<file path="config.mk">
export PLATFORM = sky130hd
export DESIGN_NAME = spci_command_core
export DESIGN_NICKNAME = d
export VERILOG_FILES = /design/src/include/spci_pkg.sv /design/src/hdl/spci_read_pipe.sv /design/src/hdl/spci_command_core.sv
export SDC_FILE = /design/constraint.sdc
export NUM_CORES = 1
export LEC_CHECK = 0
export BUFFER_PORTS_ARGS = -buffer_cell sky130_fd_sc_hd__buf_2
export CAP_MARGIN = 0
export CORE_UTILIZATION = 45
export DETAILED_ROUTE_END_ITERATION = 12
export PLACE_DENSITY = 0.77
export REMOVE_ABC_BUFFERS = 1
export SLEW_MARGIN = 40
export SYNTH_ARGS = -nofsm -noshare
export SYNTH_HDL_FRONTEND = slang
export SYNTH_SLANG_ARGS = --single-unit
</file>
<file path="constraint.sdc">
create_clock -name clock -period 4.95 [get_ports clock]
set_clock_uncertainty 0.2 [all_clocks]
set_input_delay 0.2475 -clock clock [delete_from_list [all_inputs] [get_ports clock]]
set_output_delay 0.2475 -clock clock [all_outputs]
set_load 0.01 [all_outputs]
</file>
<file path="src/include/spci_pkg.sv">
// Purpose: Shared constants and types for the SDRAM pin command interface
// Assumes: One 50 MHz clock; memory array lives outside this block
// Notes:   Mode register layout follows the usual burst/latency field split
package spci_pkg;
  localparam int ADDR_W     = 13;
  localparam int COL_W      = 10;
  localparam int DATA_W     = 16;
  localparam int BANKS      = 4;
  localparam int AP_BIT     = 10;
  localparam int COL_NARROW = 9;
  localparam int BL_LSB     = 0;
  localparam int BL_W       = 3;
  localparam int BT_BIT     = 3;
  localparam int CL_LSB     = 4;
  localparam int CL_W       = 3;
  localparam int WB_BIT     = 9;
  localparam logic [BL_W-1:0]   BL_FULL    = 3'h7;
  localparam logic [CL_W-1:0]   CL_THREE   = 3'h3;
  localparam logic [ADDR_W-1:0] MODE_RESET = 13'h0_020;
  localparam logic [COL_W:0]    FULL_WIDE  = 11'h2_00;
  localparam logic [COL_W:0]    FULL_NARW  = 11'h4_00;

  typedef enum logic [3:0] {
    CMD_DESELECT, CMD_NOP, CMD_ACTIVATE, CMD_READ, CMD_WRITE,
    CMD_PRECHARGE, CMD_REFRESH, CMD_MODESET, CMD_STOP
  } spci_cmd_type;

  typedef enum logic [1:0] {PWR_RUN, PWR_DOWN, PWR_SELF} spci_pwr_type;

  // Command from the strobe levels; a high select masks everything
  function automatic spci_cmd_type spci_decode(input logic selN, input logic rasN,
                                               input logic casN, input logic weN);
    if (selN) begin
      return CMD_DESELECT;
    end
    unique case ({rasN, casN, weN})
      3'b011:  return CMD_ACTIVATE;
      3'b101:  return CMD_READ;
      3'b100:  return CMD_WRITE;
      3'b010:  return CMD_PRECHARGE;
      3'b001:  return CMD_REFRESH;
      3'b000:  return CMD_MODESET;
      3'b110:  return CMD_STOP;
      default: return CMD_NOP;
    endcase
  endfunction : spci_decode
endpackage : spci_pkg

</file>
<file path="src/hdl/spci_read_pipe.sv">
// Purpose: Read data latency pipe and byte-mask output enables
// Assumes: Beat data arrives in the same cycle as the beat is exposed
// Notes:   Mask acts two edges after sampling, through maskQ and the drive flop
`timescale 1ns/1ps
module spci_read_pipe
  import spci_pkg::*;
(
  input  wire logic              clock,
  input  wire logic              arst_n,
  input  wire logic              tick,
  input  wire logic              casLatency3,
  input  wire logic              wide,
  input  wire logic              beatValid,
  input  wire logic [DATA_W-1:0] beatData,
  input  wire logic [1:0]        maskIn,
  output logic      [DATA_W-1:0] dataOut,
  output logic      [DATA_W-1:0] dataOeN
);
  logic              stageValid;
  logic [DATA_W-1:0] stageData;
  logic [1:0]        maskQ;
  logic [1:0]        drive;
  logic              srcValid;

  // Extra stage only for latency three
  assign srcValid = casLatency3 ? stageValid : beatValid;
  assign dataOeN  = ~{{(DATA_W/2){drive[1] & wide}}, {(DATA_W/2){drive[0]}}};

  always_ff @(posedge clock or negedge arst_n) begin
    if (!arst_n) begin
      stageValid <= 1'b0;
      stageData  <= '0;
    end else if (tick) begin
      stageValid <= beatValid;
      stageData  <= beatData;
    end
  end

  always_ff @(posedge clock or negedge arst_n) begin
    if (!arst_n) begin
      maskQ   <= 2'h3;
      drive   <= 2'h0;
      dataOut <= '0;
    end else if (tick) begin
      maskQ   <= maskIn;
      drive   <= {2{srcValid}} & ~maskQ;
      dataOut <= casLatency3 ? stageData : beatData;
    end
  end
endmodule : spci_read_pipe

</file>
<file path="src/hdl/spci_command_core.sv">
// Purpose: Device-side command decode, bank state, bursts and data path of an SDRAM
// Assumes: Array storage is external; it answers coreColumn reads within one cycle
// Notes:   Clock gate freezes bank, mode and burst state; coreWrite, coreByteEn and coreWriteData still load; the pins are otherwise plain synchronous inputs
// Notes on behaviour
// - All inputs are taken only at the rising clock edge.
// - Clock gate low freezes state and enters power-down or self-refresh.
// - Low select enables the command decoder; high select disables it.
// - Deselected cycles ignore new commands but running bursts continue.
// - Row, column and write strobes together choose the command.
// - Activate stores the thirteen-bit address as the bank's row.
// - Column uses ten low bits for by-8, nine for by-16.
// - Address bit 10 high on read or write closes the bank after burst.
// - Precharge closes all banks with bit 10 high, else the selected one.
// - Two bank-select inputs pick one of four banks.
// - Sampled mask high puts the matching data buffers in high impedance.
// - Read mask acts as output enable two cycles later.
// - Write mask blocks the data sampled in the same cycle.
// - All three strobes low loads the mode register from the address.
// - Activate opens the word line of the selected bank.
// - Write strobe high in a column command reads, low writes.
`timescale 1ns/1ps
module spci_command_core
  import spci_pkg::*;
(
  input  wire logic              clock,
  input  wire logic              arst_n,
  input  wire logic              wide,
  input  wire logic              clockGate,
  input  wire logic              selectN,
  input  wire logic              rowStrobeN,
  input  wire logic              colStrobeN,
  input  wire logic              writeStrobeN,
  input  wire logic [ADDR_W-1:0] addressBus,
  input  wire logic              arraySelectLo,
  input  wire logic              arraySelectHi,
  input  wire logic              lowByteMask,
  input  wire logic              highByteMask,
  input  wire logic [DATA_W-1:0] dataLinesIn,
  output logic      [DATA_W-1:0] dataLinesOut,
  output logic      [DATA_W-1:0] dataLinesOeN,
  input  wire logic [DATA_W-1:0] coreReadData,
  output logic                   coreRead,
  output logic      [1:0]        coreBank,
  output logic      [ADDR_W-1:0] coreRow,
  output logic      [COL_W-1:0]  coreColumn,
  output logic                   coreWrite,
  output logic      [1:0]        coreByteEn,
  output logic      [1:0]        coreWriteBank,
  output logic      [ADDR_W-1:0] coreWriteRow,
  output logic      [COL_W-1:0]  coreWriteColumn,
  output logic      [DATA_W-1:0] coreWriteData,
  output logic                   refreshPulse,
  output logic      [BANKS-1:0]  bankOpen,
  output logic      [ADDR_W-1:0] modeReg,
  output logic                   powerDown,
  output logic                   selfRefresh
);
  logic              tick;
  spci_cmd_type      cmd;
  spci_pwr_type      pwrState;
  logic [1:0]        bankSel;
  logic [1:0]        maskVec;
  logic [COL_W-1:0]  cmdColumn;
  logic [ADDR_W-1:0] rowIndex [BANKS];
  logic              burstActive;
  logic              burstRead;
  logic              burstAuto;
  logic [1:0]        burstBank;
  logic [COL_W-1:0]  burstStart;
  logic [COL_W:0]    burstCount;
  logic [COL_W:0]    beats;
  logic [COL_W:0]    writeBeats;
  logic              colCmd;
  logic              lastBeat;
  logic              autoCloseNow;

  // Beat count from the burst length field
  function automatic logic [COL_W:0] burst_beats(input logic [BL_W-1:0] code,
                                                 input logic isWide);
    if (code == BL_FULL) begin
      return isWide ? FULL_WIDE : FULL_NARW;
    end
    return (COL_W+1)'(1) << code[1:0];
  endfunction : burst_beats

  // Column of one beat, wrapping inside the burst boundary
  function automatic logic [COL_W-1:0] beat_column(input logic [COL_W-1:0] start,
                                                   input logic [COL_W:0]   idx,
                                                   input logic [COL_W:0]   len,
                                                   input logic             leave);
    logic [COL_W-1:0] span;
    logic [COL_W-1:0] step;
    span = len[COL_W-1:0] - 1'b1;
    step = leave ? (start ^ idx[COL_W-1:0]) : (start + idx[COL_W-1:0]);
    if (len[COL_W]) begin
      return step;
    end
    return (start & ~span) | (step & span);
  endfunction : beat_column

  assign tick       = (pwrState == PWR_RUN);
  assign cmd        = spci_decode(selectN, rowStrobeN, colStrobeN, writeStrobeN);
  assign bankSel    = {arraySelectHi, arraySelectLo};
  assign maskVec    = wide ? {highByteMask, lowByteMask} : {1'b0, lowByteMask};
  assign cmdColumn  = wide ? {1'b0, addressBus[COL_NARROW-1:0]} : addressBus[COL_W-1:0];
  assign beats      = burst_beats(modeReg[BL_LSB +: BL_W], wide);
  assign writeBeats = modeReg[WB_BIT] ? (COL_W+1)'(1) : beats;
  assign colCmd     = tick && (cmd == CMD_READ || cmd == CMD_WRITE) && bankOpen[bankSel];
  assign lastBeat   = (burstCount + 1'b1) == (burstRead ? beats : writeBeats);
  assign autoCloseNow = tick && burstActive && burstAuto && lastBeat && !colCmd;
  assign coreRead   = tick && burstActive && burstRead;
  assign coreBank   = burstBank;
  assign coreRow    = rowIndex[burstBank];
  assign coreColumn = beat_column(burstStart, burstCount, beats, modeReg[BT_BIT]);
  assign powerDown  = (pwrState == PWR_DOWN);
  assign selfRefresh = (pwrState == PWR_SELF);

  // Power-down is left with the gate high; commands are only taken in run state
  always_ff @(posedge clock or negedge arst_n) begin
    if (!arst_n) begin
      pwrState <= PWR_RUN;
    end else if (tick && !clockGate) begin
      pwrState <= (cmd == CMD_REFRESH) ? PWR_SELF : PWR_DOWN;
    end else if (!tick && clockGate) begin
      pwrState <= PWR_RUN;
    end
  end

  always_ff @(posedge clock or negedge arst_n) begin
    if (!arst_n) begin
      modeReg <= MODE_RESET;
    end else if (tick && cmd == CMD_MODESET) begin
      modeReg <= addressBus;
    end
  end

  always_ff @(posedge clock or negedge arst_n) begin
    if (!arst_n) begin
      refreshPulse <= 1'b0;
    end else begin
      refreshPulse <= tick && clockGate && cmd == CMD_REFRESH;
    end
  end

  // Bank open/close; a new column command on the same edge takes over the bank
  always_ff @(posedge clock or negedge arst_n) begin
    if (!arst_n) begin
      bankOpen <= '0;
      for (int i = 0; i < BANKS; i++) begin
        rowIndex[i] <= '0;
      end
    end else if (tick) begin
      if (autoCloseNow) begin
        bankOpen[burstBank] <= 1'b0;
      end
      unique case (cmd)
        CMD_ACTIVATE: begin
          bankOpen[bankSel] <= 1'b1;
          rowIndex[bankSel] <= addressBus;
        end
        CMD_PRECHARGE: begin
          if (addressBus[AP_BIT]) begin
            bankOpen <= '0;
          end else begin
            bankOpen[bankSel] <= 1'b0;
          end
        end
        CMD_WRITE: begin
          if (colCmd && addressBus[AP_BIT] && writeBeats == (COL_W+1)'(1)) begin
            bankOpen[bankSel] <= 1'b0;
          end
        end
        default: begin
        end
      endcase
    end
  end

  // Burst sequencing keeps running while deselected
  always_ff @(posedge clock or negedge arst_n) begin
    if (!arst_n) begin
      burstActive <= 1'b0;
      burstRead   <= 1'b0;
      burstAuto   <= 1'b0;
      burstBank   <= '0;
      burstStart  <= '0;
      burstCount  <= '0;
    end else if (tick) begin
      if (colCmd) begin
        burstRead   <= (cmd == CMD_READ);
        burstAuto   <= addressBus[AP_BIT];
        burstBank   <= bankSel;
        burstStart  <= cmdColumn;
        burstCount  <= (cmd == CMD_READ) ? '0 : (COL_W+1)'(1);
        burstActive <= (cmd == CMD_READ) || writeBeats != (COL_W+1)'(1);
      end else if (cmd == CMD_STOP || cmd == CMD_PRECHARGE) begin
        burstActive <= 1'b0;
      end else if (burstActive) begin
        burstCount <= burstCount + 1'b1;
        if (lastBeat) begin
          burstActive <= 1'b0;
        end
      end
    end
  end

  // Write beats, registered toward the array with the mask as byte enables
  always_ff @(posedge clock or negedge arst_n) begin
    if (!arst_n) begin
      coreWrite       <= 1'b0;
      coreByteEn      <= '0;
      coreWriteBank   <= '0;
      coreWriteRow    <= '0;
      coreWriteColumn <= '0;
      coreWriteData   <= '0;
    end else begin
      coreWrite  <= 1'b0;
      coreByteEn <= ~maskVec & {wide, 1'b1};
      coreWriteData <= dataLinesIn;
      if (tick && colCmd && cmd == CMD_WRITE) begin
        coreWrite       <= 1'b1;
        coreWriteBank   <= bankSel;
        coreWriteRow    <= rowIndex[bankSel];
        coreWriteColumn <= cmdColumn;
      end else if (tick && burstActive && !burstRead && !colCmd
                   && cmd != CMD_STOP && cmd != CMD_PRECHARGE) begin
        coreWrite       <= 1'b1;
        coreWriteBank   <= burstBank;
        coreWriteRow    <= rowIndex[burstBank];
        coreWriteColumn <= coreColumn;
      end
    end
  end

  spci_read_pipe u_read_pipe (
    .clock       (clock),
    .arst_n      (arst_n),
    .tick        (tick),
    .casLatency3 (modeReg[CL_LSB +: CL_W] == CL_THREE),
    .wide        (wide),
    .beatValid   (coreRead),
    .beatData    (coreReadData),
    .maskIn      (maskVec),
    .dataOut     (dataLinesOut),
    .dataOeN     (dataLinesOeN)
  );
endmodule : spci_command_core

</file>
==> flow_metrics.py, run 1 <==
metrics = {
    "floorplan": {
        "die_area_um2": 20200,
        "pin_count": 179,
        "die_h_um": 142,
        "fp.dieW_um": 142,
        "rows": 50,
        "start_util": 0.466,
        "core_area_um2": 19000,
    },
    "setup_path": {
        "critical_path_class": "reg -> out",
        "crit_buf_inv": 2,
        "reg2reg_setup_slack_ns": 1.71,
        "start_kind": "register",
        "crit_family": "compound AO/OA/AOI/OAI gates",
        "critical_path.most_common_cell": "o21ai_0",
        "crit_chain": "ha_1, inv_1, fa_1, nor2b_1, o21ai_0, o22ai_1, o21bai_1, xor2_1, o21ai_0, buf_2",
        "crit_fanout": 8,
        "arrival_ns": 3.10,
        "crit_required_ns": 4.50,
        "slowest_delay_ns": 0.52,
        "critical_path.endpoint_type": "output pin",
        "crit_slowest_cell": "dfrtp_1",
    },
    "detailed_routing": {
        "antenna_left": 0,
        "drt_first_pass_iters": 5,
        "drt-initial-drc-count": 452,
        "vias": 6903,
        "drcViolationCount": 0,
        "finalWirelength_mm": 22.2,
        "vias_per_cell": 5.37,
        "wire_per_inst_um": 17.3,
    },
    "clock_tree": {
        "clkTransAtPathRegs_ns": 0.07,
        "cts_sinks": 179,
        "clock_tree.htree_level_count": 4,
        "cts_tree": "done",
        "cts.path.max_buffers": 2,
        "root_buffer": "clkbuf_16",
        "numCtsBuffers": 17,
        "cts_hold_buf": 51,
        "cts_setup_buffers": 0,
        "post_cts_resized": 0,
        "clock_latency_ns": 0.43,
    },
    "timing": {
        "tightest_slew_ns": 0.831,
        "setup-violations-final": 0,
        "period_needed_ns": 3.55,
        "whs_ns": 0.0139,
        "fmax_mhz": 282,
        "setup_ws_ns": 1.40,
        "finalHoldViolations": 0,
        "period_share": 0.718,
        "rsz0062_at_grt": "false",
        "slew_headroom": 0.446,
        "fin_tns_setup_ns": 0,
        "report.final.slew_viol_count": 0,
    },
    "pwr": {
        "ir_drop_v": 0.000318,
        "switching_share": 0.383,
        "power.internal_mw": 3.77,
        "net-switching-power_mw": 2.34,
        "p_leak_nw": 5.27,
        "p_clk_frac": 0.214,
        "p_comb_frac": 0.394,
        "finalPower_mw": 6.11,
        "p_per_area_nw_per_um2": 558,
        "seqPwrFrac": 0.391,
    },
    "synthesis": {
        "ys_ff_latch": 179,
        "synthesis.instances": 813,
        "netlist.area_leader.share": 0.499,
        "syn_area_um2": 8830,
        "synth_top_cell_by_area": "dfrtp_1",
        "yosysWarningCount": 0,
        "syn-mean-instance-area_um2": 10.9,
        "synth.area.top_cells": "dfrtp_1 (50%), mux2_2 (7.5%), mux4_2 (6.9%)",
        "synth.distinct_cells": 57,
        "yosysMostFrequentCell": "dfrtp_1",
        "synth_seq_area_share": 0.508,
        "async_reset_ff_frac": 1.00,
        "synth_common_cells": "dfrtp_1 (176), nand2_1 (149), nor2_1 (69)",
        "synth_edf_count": 0,
        "synth_flop_cell": "dfrtp_1",
    },
    "outcome": {
        "status": "completed",
    },
    "global_routing": {
        "overflow": 0,
        "grt_pass1_vias": 6669,
        "grt_max_degree": 97,
        "grt_usage": 0.228,
        "grt_pass1_wl_mm": 35.4,
        "antenna_found_initial": 0,
    },
    "place": {
        "placed_cell_area_um2": 9870,
        "dp_hpwl_mm": 14.9,
        "io_buffers": 178,
        "pre_cts_ws_ns": 1.72,
        "place_congestion": 0.839,
    },
    "worst_hold_path": {
        "hold_path_class": "in -> reg",
    },
    "layout": {
        "multiInputGateArea_um2": 4000,
        "num_antenna_cells": 0,
        "nNetsFinal": 1090,
        "drive_gt1_frac": 0.308,
        "seq_area_um2": 4480,
        "final_area_um2": 11000,
        "area_growth_syn_to_layout_pct": 24.0,
        "fillers": 1584,
    },
    "flow_run": {
        "cap_violations": 0,
    },
}
[metrics by stage]
stage,util,cells
after floorplan,-,757
final,0.578,1286
after global routing,0.578,1286
after CTS,0.578,1286
after detailed placement,0.521,1203
after global placement,0.519,1202
[power by group through the flow]
| stage | registers [mW] | clock network, mW | logic [mW] |
|---|---|---|---|
| CTS | 2.39 | 1.33 | 2.43 |
| global route | 2.46 | 1.39 | 2.66 |
| detailed placement | 2.40 | 0 | 2.39 |
| floorplan | 2.41 | 0 | 1.42 |
| global placement | 2.38 | 0 | 2.32 |
| finish | 2.39 | 1.31 | 2.41 |
[layout by cell type, fill, tap and decap left out, drive strengths merged, types with 6 or more instances in the layout]
cell	synthesis	routed
nand2	149	149
mux2i	18	18
o21ai	35	35
clkinv	1	8
a21o	7	7
nor2	70	70
nor4	7	7
nand2b	6	6
a31oi	8	8
xnor2	14	14
nand4	6	6
inv	17	19
clkbuf	30	19
ha	19	19
dfrtp	176	176
mux2	66	66
o22ai	17	17
a21oi	24	24
xor2	12	12
or3	7	7
mux4	27	27
nand3	13	13
nor2b	7	7
buf	26	186
dlygate4sd3	0	51
nor3	10	10
[flip-flops by register name (all words and copies together), names as in the netlist]
signal and count:
rowIndex 52, coreWriteData 16, u_read_pipe.dataOut 16, u_read_pipe.stageData 16
coreWriteRow 13, modeReg 13, burstCount 11, burstStart 10
coreWriteColumn 10, bankOpen 4, coreBank 2, coreByteEn 2
coreWriteBank 2, pwrState 2, u_read_pipe.drive 2, u_read_pipe.maskQ 2
burstActive 1, burstAuto 1, burstRead 1, coreWrite 1
refreshPulse 1, u_read_pipe.stageValid 1
[kinds of logic (layout without fill, tap and decap cells)]
family / Yosys count / after routing / share of synthesized area
buffers and inverters: 74 / 287 / 0.0404
XOR/XNOR: 26 / 26 / 0.0258
adder cells (fa/ha/maj): 20 / 20 / 0.0292
multiplexers: 111 / 111 / 0.173
AND/OR/NAND/NOR: 289 / 289 / 0.145
AO/OA/AOI/OAI: 114 / 114 / 0.0790
flip-flops: 179 / 179 / 0.508
[metal layers]
layer	GRT usage	vias to the layer above	wire [um]
li1	-	3241	-
met1	0.305	3401	9550
met2	0.375	231	11000
met3	0.0444	30	1220
met4	0.0673	0	411
met5	0	-	0
[path summary, 6_finish.rpt]
kind / start / end / cells past startpoint
setup / recovery: burstCount[0] / coreColumn[6] / 10
hold / removal: clockGate / refreshPulse / 3
setup reg to reg: pwrState[0] / coreWriteColumn[9] / 10
hold reg to reg: u_read_pipe.maskQ[1] / u_read_pipe.maskQ[1] / 2
max in group asynchronous: arst_n / modeReg[5] / 4
min in group asynchronous: arst_n / u_read_pipe.dataOut[7] / 3
[worst min-delay path: stages]
cell and delay [ns]:
buf_2 0.09, ha_1 0.13, and3_1 0.14
[final cells by class]
cell class,instances,share of cell area
repair buffers,237,0.137
clock inverters,13,0.0119
inverters,18,0.00628
multi-input cells,560,0.365
flip-flops and latches,179,0.409
clock buffers,19,0.0404
well taps,260,0.0297
(Power assumes the default switching activity.)
==> inputs of run 2 (changes only) <==
- ABC_AREA: default -> 1
- PLACE_DENSITY: 0.77 -> 0.8
- clock period: 4.95 -> 3 ns (I/O delays scaled with it)
==> run 2 against run 1 <==
Sequential share of layout area is 0.65 points lower. Wire length rose by 16%. Synthesized area is the same. Global-route usage rose by 3.7 points. Non-clock buffer count grew 24. Critical endpoint is now coreColumn[8]. Sequential power is 67% higher.
==> flow_metrics.py, run 2 <==
metrics = {
    "outcome": {
        "status": "completed",
    },
    "clock_tree": {
        "numCtsBuffers": 17,
        "clock_tree.htree_level_count": 4,
        "clock_latency_ns": 0.43,
        "cts.path.max_buffers": 2,
        "clkTransAtPathRegs_ns": 0.07,
        "cts_sinks": 179,
        "cts_tree": "done",
        "root_buffer": "clkbuf_16",
    },
    "pwr": {
        "p_leak_nw": 5.57,
        "ir_drop_v": 0.000507,
        "p_per_area_nw_per_um2": 928,
    },
    "detailed_routing": {
        "wire_per_inst_um": 16.6,
        "vias_per_cell": 5.43,
        "drt_first_pass_iters": 9,
        "drcViolationCount": 0,
        "drt-initial-drc-count": 770,
        "vias": 8419,
        "finalWirelength_mm": 25.8,
        "antenna_left": 0,
    },
    "layout": {
        "final_cell_mix": "nand2_1 (279), buf_2 (177), dfrtp_1 (173)",
        "layout_commonest_cell": "nand2_1",
        "top_register": "rowIndex",
        "finalNonFillerCells": 1551,
        "final_core_util": 0.588,
        "num_antenna_cells": 0,
        "nNetsFinal": 1355,
        "fillers": 1666,
        "area_growth_syn_to_layout_pct": 26.1,
        "largest_reg_flops": 52,
        "drive_gt1_frac": 0.210,
    },
    "synthesis": {
        "synth_seq_area_share": 0.508,
        "netlist.area_leader.share": 0.499,
        "ys_ff_latch": 179,
        "synth_top_cell_by_area": "dfrtp_1",
        "syn_area_um2": 8830,
        "async_reset_ff_frac": 1.00,
        "synth.distinct_cells": 48,
        "synth.area.top_cells": "dfrtp_1 (50%), nand2_1 (12%), o21ai_0 (7.6%)",
        "synth_common_cells": "nand2_1 (279), dfrtp_1 (176), o21ai_0 (135)",
        "synth_edf_count": 0,
        "yosysWarningCount": 0,
        "syn-mean-instance-area_um2": 8.39,
        "synthesis.instances": 1053,
        "synth_flop_cell": "dfrtp_1",
        "yosysMostFrequentCell": "nand2_1",
    },
    "timing": {
        "finalHoldViolations": 0,
        "period_needed_ns": 2.86,
        "setup_ws_ns": 0.138,
        "rsz0062_at_grt": "false",
        "slew_headroom": 0.557,
        "fmax_mhz": 349,
        "report.final.slew_viol_count": 0,
        "tightest_slew_ns": 0.656,
        "whs_ns": 0.0519,
        "fin_tns_setup_ns": 0,
        "setup-violations-final": 0,
        "period_share": 0.954,
    },
    "global_routing": {
        "overflow": 0,
        "antenna_found_initial": 0,
        "grt_pass1_vias": 8220,
        "grt_max_degree": 68,
        "grt_usage": 0.265,
        "grt_pass1_wl_mm": 41.3,
    },
    "floorplan": {
        "rows": 50,
        "pin_count": 179,
        "die_h_um": 142,
        "fp.dieW_um": 142,
        "die_area_um2": 20200,
        "core_area_um2": 19000,
        "start_util": 0.466,
    },
    "setup_path": {
        "start_kind": "register",
        "crit_family": "adder cells",
        "critical_path.most_common_cell": "nand2_1",
        "crit_chain": "ha_1, inv_1, fa_1, o21ai_0, nand2_1, o211ai_1, nand2_1, xor2_1, a21oi_1, buf_2",
        "path_depth": 10,
        "critical_path_class": "reg -> out",
        "arrival_ns": 2.51,
        "critical_path.endpoint_type": "output pin",
        "crit_fanout": 8,
        "crit_slowest_cell": "dfrtp_2",
        "crit_buf_inv": 2,
        "crit_required_ns": 2.65,
        "slowest_delay_ns": 0.43,
        "reg2regPathDepth": 10,
    },
    "worst_hold_path": {
        "hold_path_class": "in -> reg",
        "hold_depth": 5,
    },
    "place": {
        "dp_hpwl_mm": 17.6,
        "place_congestion": 0.931,
        "pre_cts_ws_ns": 0.428,
        "io_buffers": 178,
        "post-place-cells": 1459,
    },
    "flow_run": {
        "cap_violations": 0,
    },
}
-- run 2: metrics by stage --
step           area [um^2]  power [mW]
5_1_grt              11100        11.0
2_1_floorplan         8550        6.31
3_5_place_dp          9950        8.00
3_3_place_gp          9950        7.90
4_1_cts              11100        10.3
6_report             11100        10.3
-- run 2: kinds of logic (layout without fill, tap and decap cells) --
kind of cell               count (synthesis)  in the layout  share of synthesized area
AOI/OAI and AO/OA                        240            240                      0.164
xor gates and xnor gates                  11             11                     0.0109
adders and majority gates                 20             20                     0.0292
buffers and inverters                    149            387                     0.0727
DFF                                      179            179                      0.508
muxes                                      1              1                    0.00113
and+or+nand+nor                          453            453                      0.214
-- run 2: repair_timing --
item	4_1_cts	5_1_grt
gates cloned	0	0
setup buffers	0	3
hold buffers	57	0
endpoints found under the hold margin	203	0
gates resized for setup	1	4
endpoints found under the setup margin	1	9
-- run 2: metal layers --
| layer | up-vias | global-route usage | routed length (um) |
|---|---|---|---|
| met5 | - | 0 | 0 |
| met4 | 0 | 0.117 | 756 |
| met3 | 61 | 0.0633 | 2060 |
| met2 | 413 | 0.431 | 12200 |
| met1 | 4003 | 0.336 | 10800 |
| li1 | 3942 | - | - |
-- run 2: where the power goes --
group	switching [mW]	internal [mW]
clock	1.07	1.13
sequential	0.715	3.26
combinational	2.57	1.59
-- run 2: layout make-up --
type,count,area (um^2),share of cell area
repair buffers,261,1680,0.150
flip-flops and latches,179,4490,0.403
multi-input cells,725,3720,0.334
inverters,94,355,0.0319
clock buffers,18,439,0.0394
well taps,260,325,0.0292
clock inverters,14,140,0.0126
-- run 2: path summary, 6_finish.rpt --
path / from / end / slack (ns)
worst max-delay path: burstCount[0] / coreColumn[8] / 0.14
worst min-delay path: colStrobeN / burstActive / 0.05
worst max register to register: pwrState[1] / coreWriteColumn[9] / 0.50
worst min register to register: u_read_pipe.stageData[9] / u_read_pipe.stageData[9] / 0.27
max in group asynchronous: arst_n / u_read_pipe.maskQ[0] / 1.65
min in group asynchronous: arst_n / modeReg[3] / 0.09
-- run 2: tightest hold or removal path, cell delays in order --
cell	delay (ns)
buf_2	0.09
or4_1	0.12
a21oi_1	0.06
o21bai_1	0.14
nand2_1	0.06
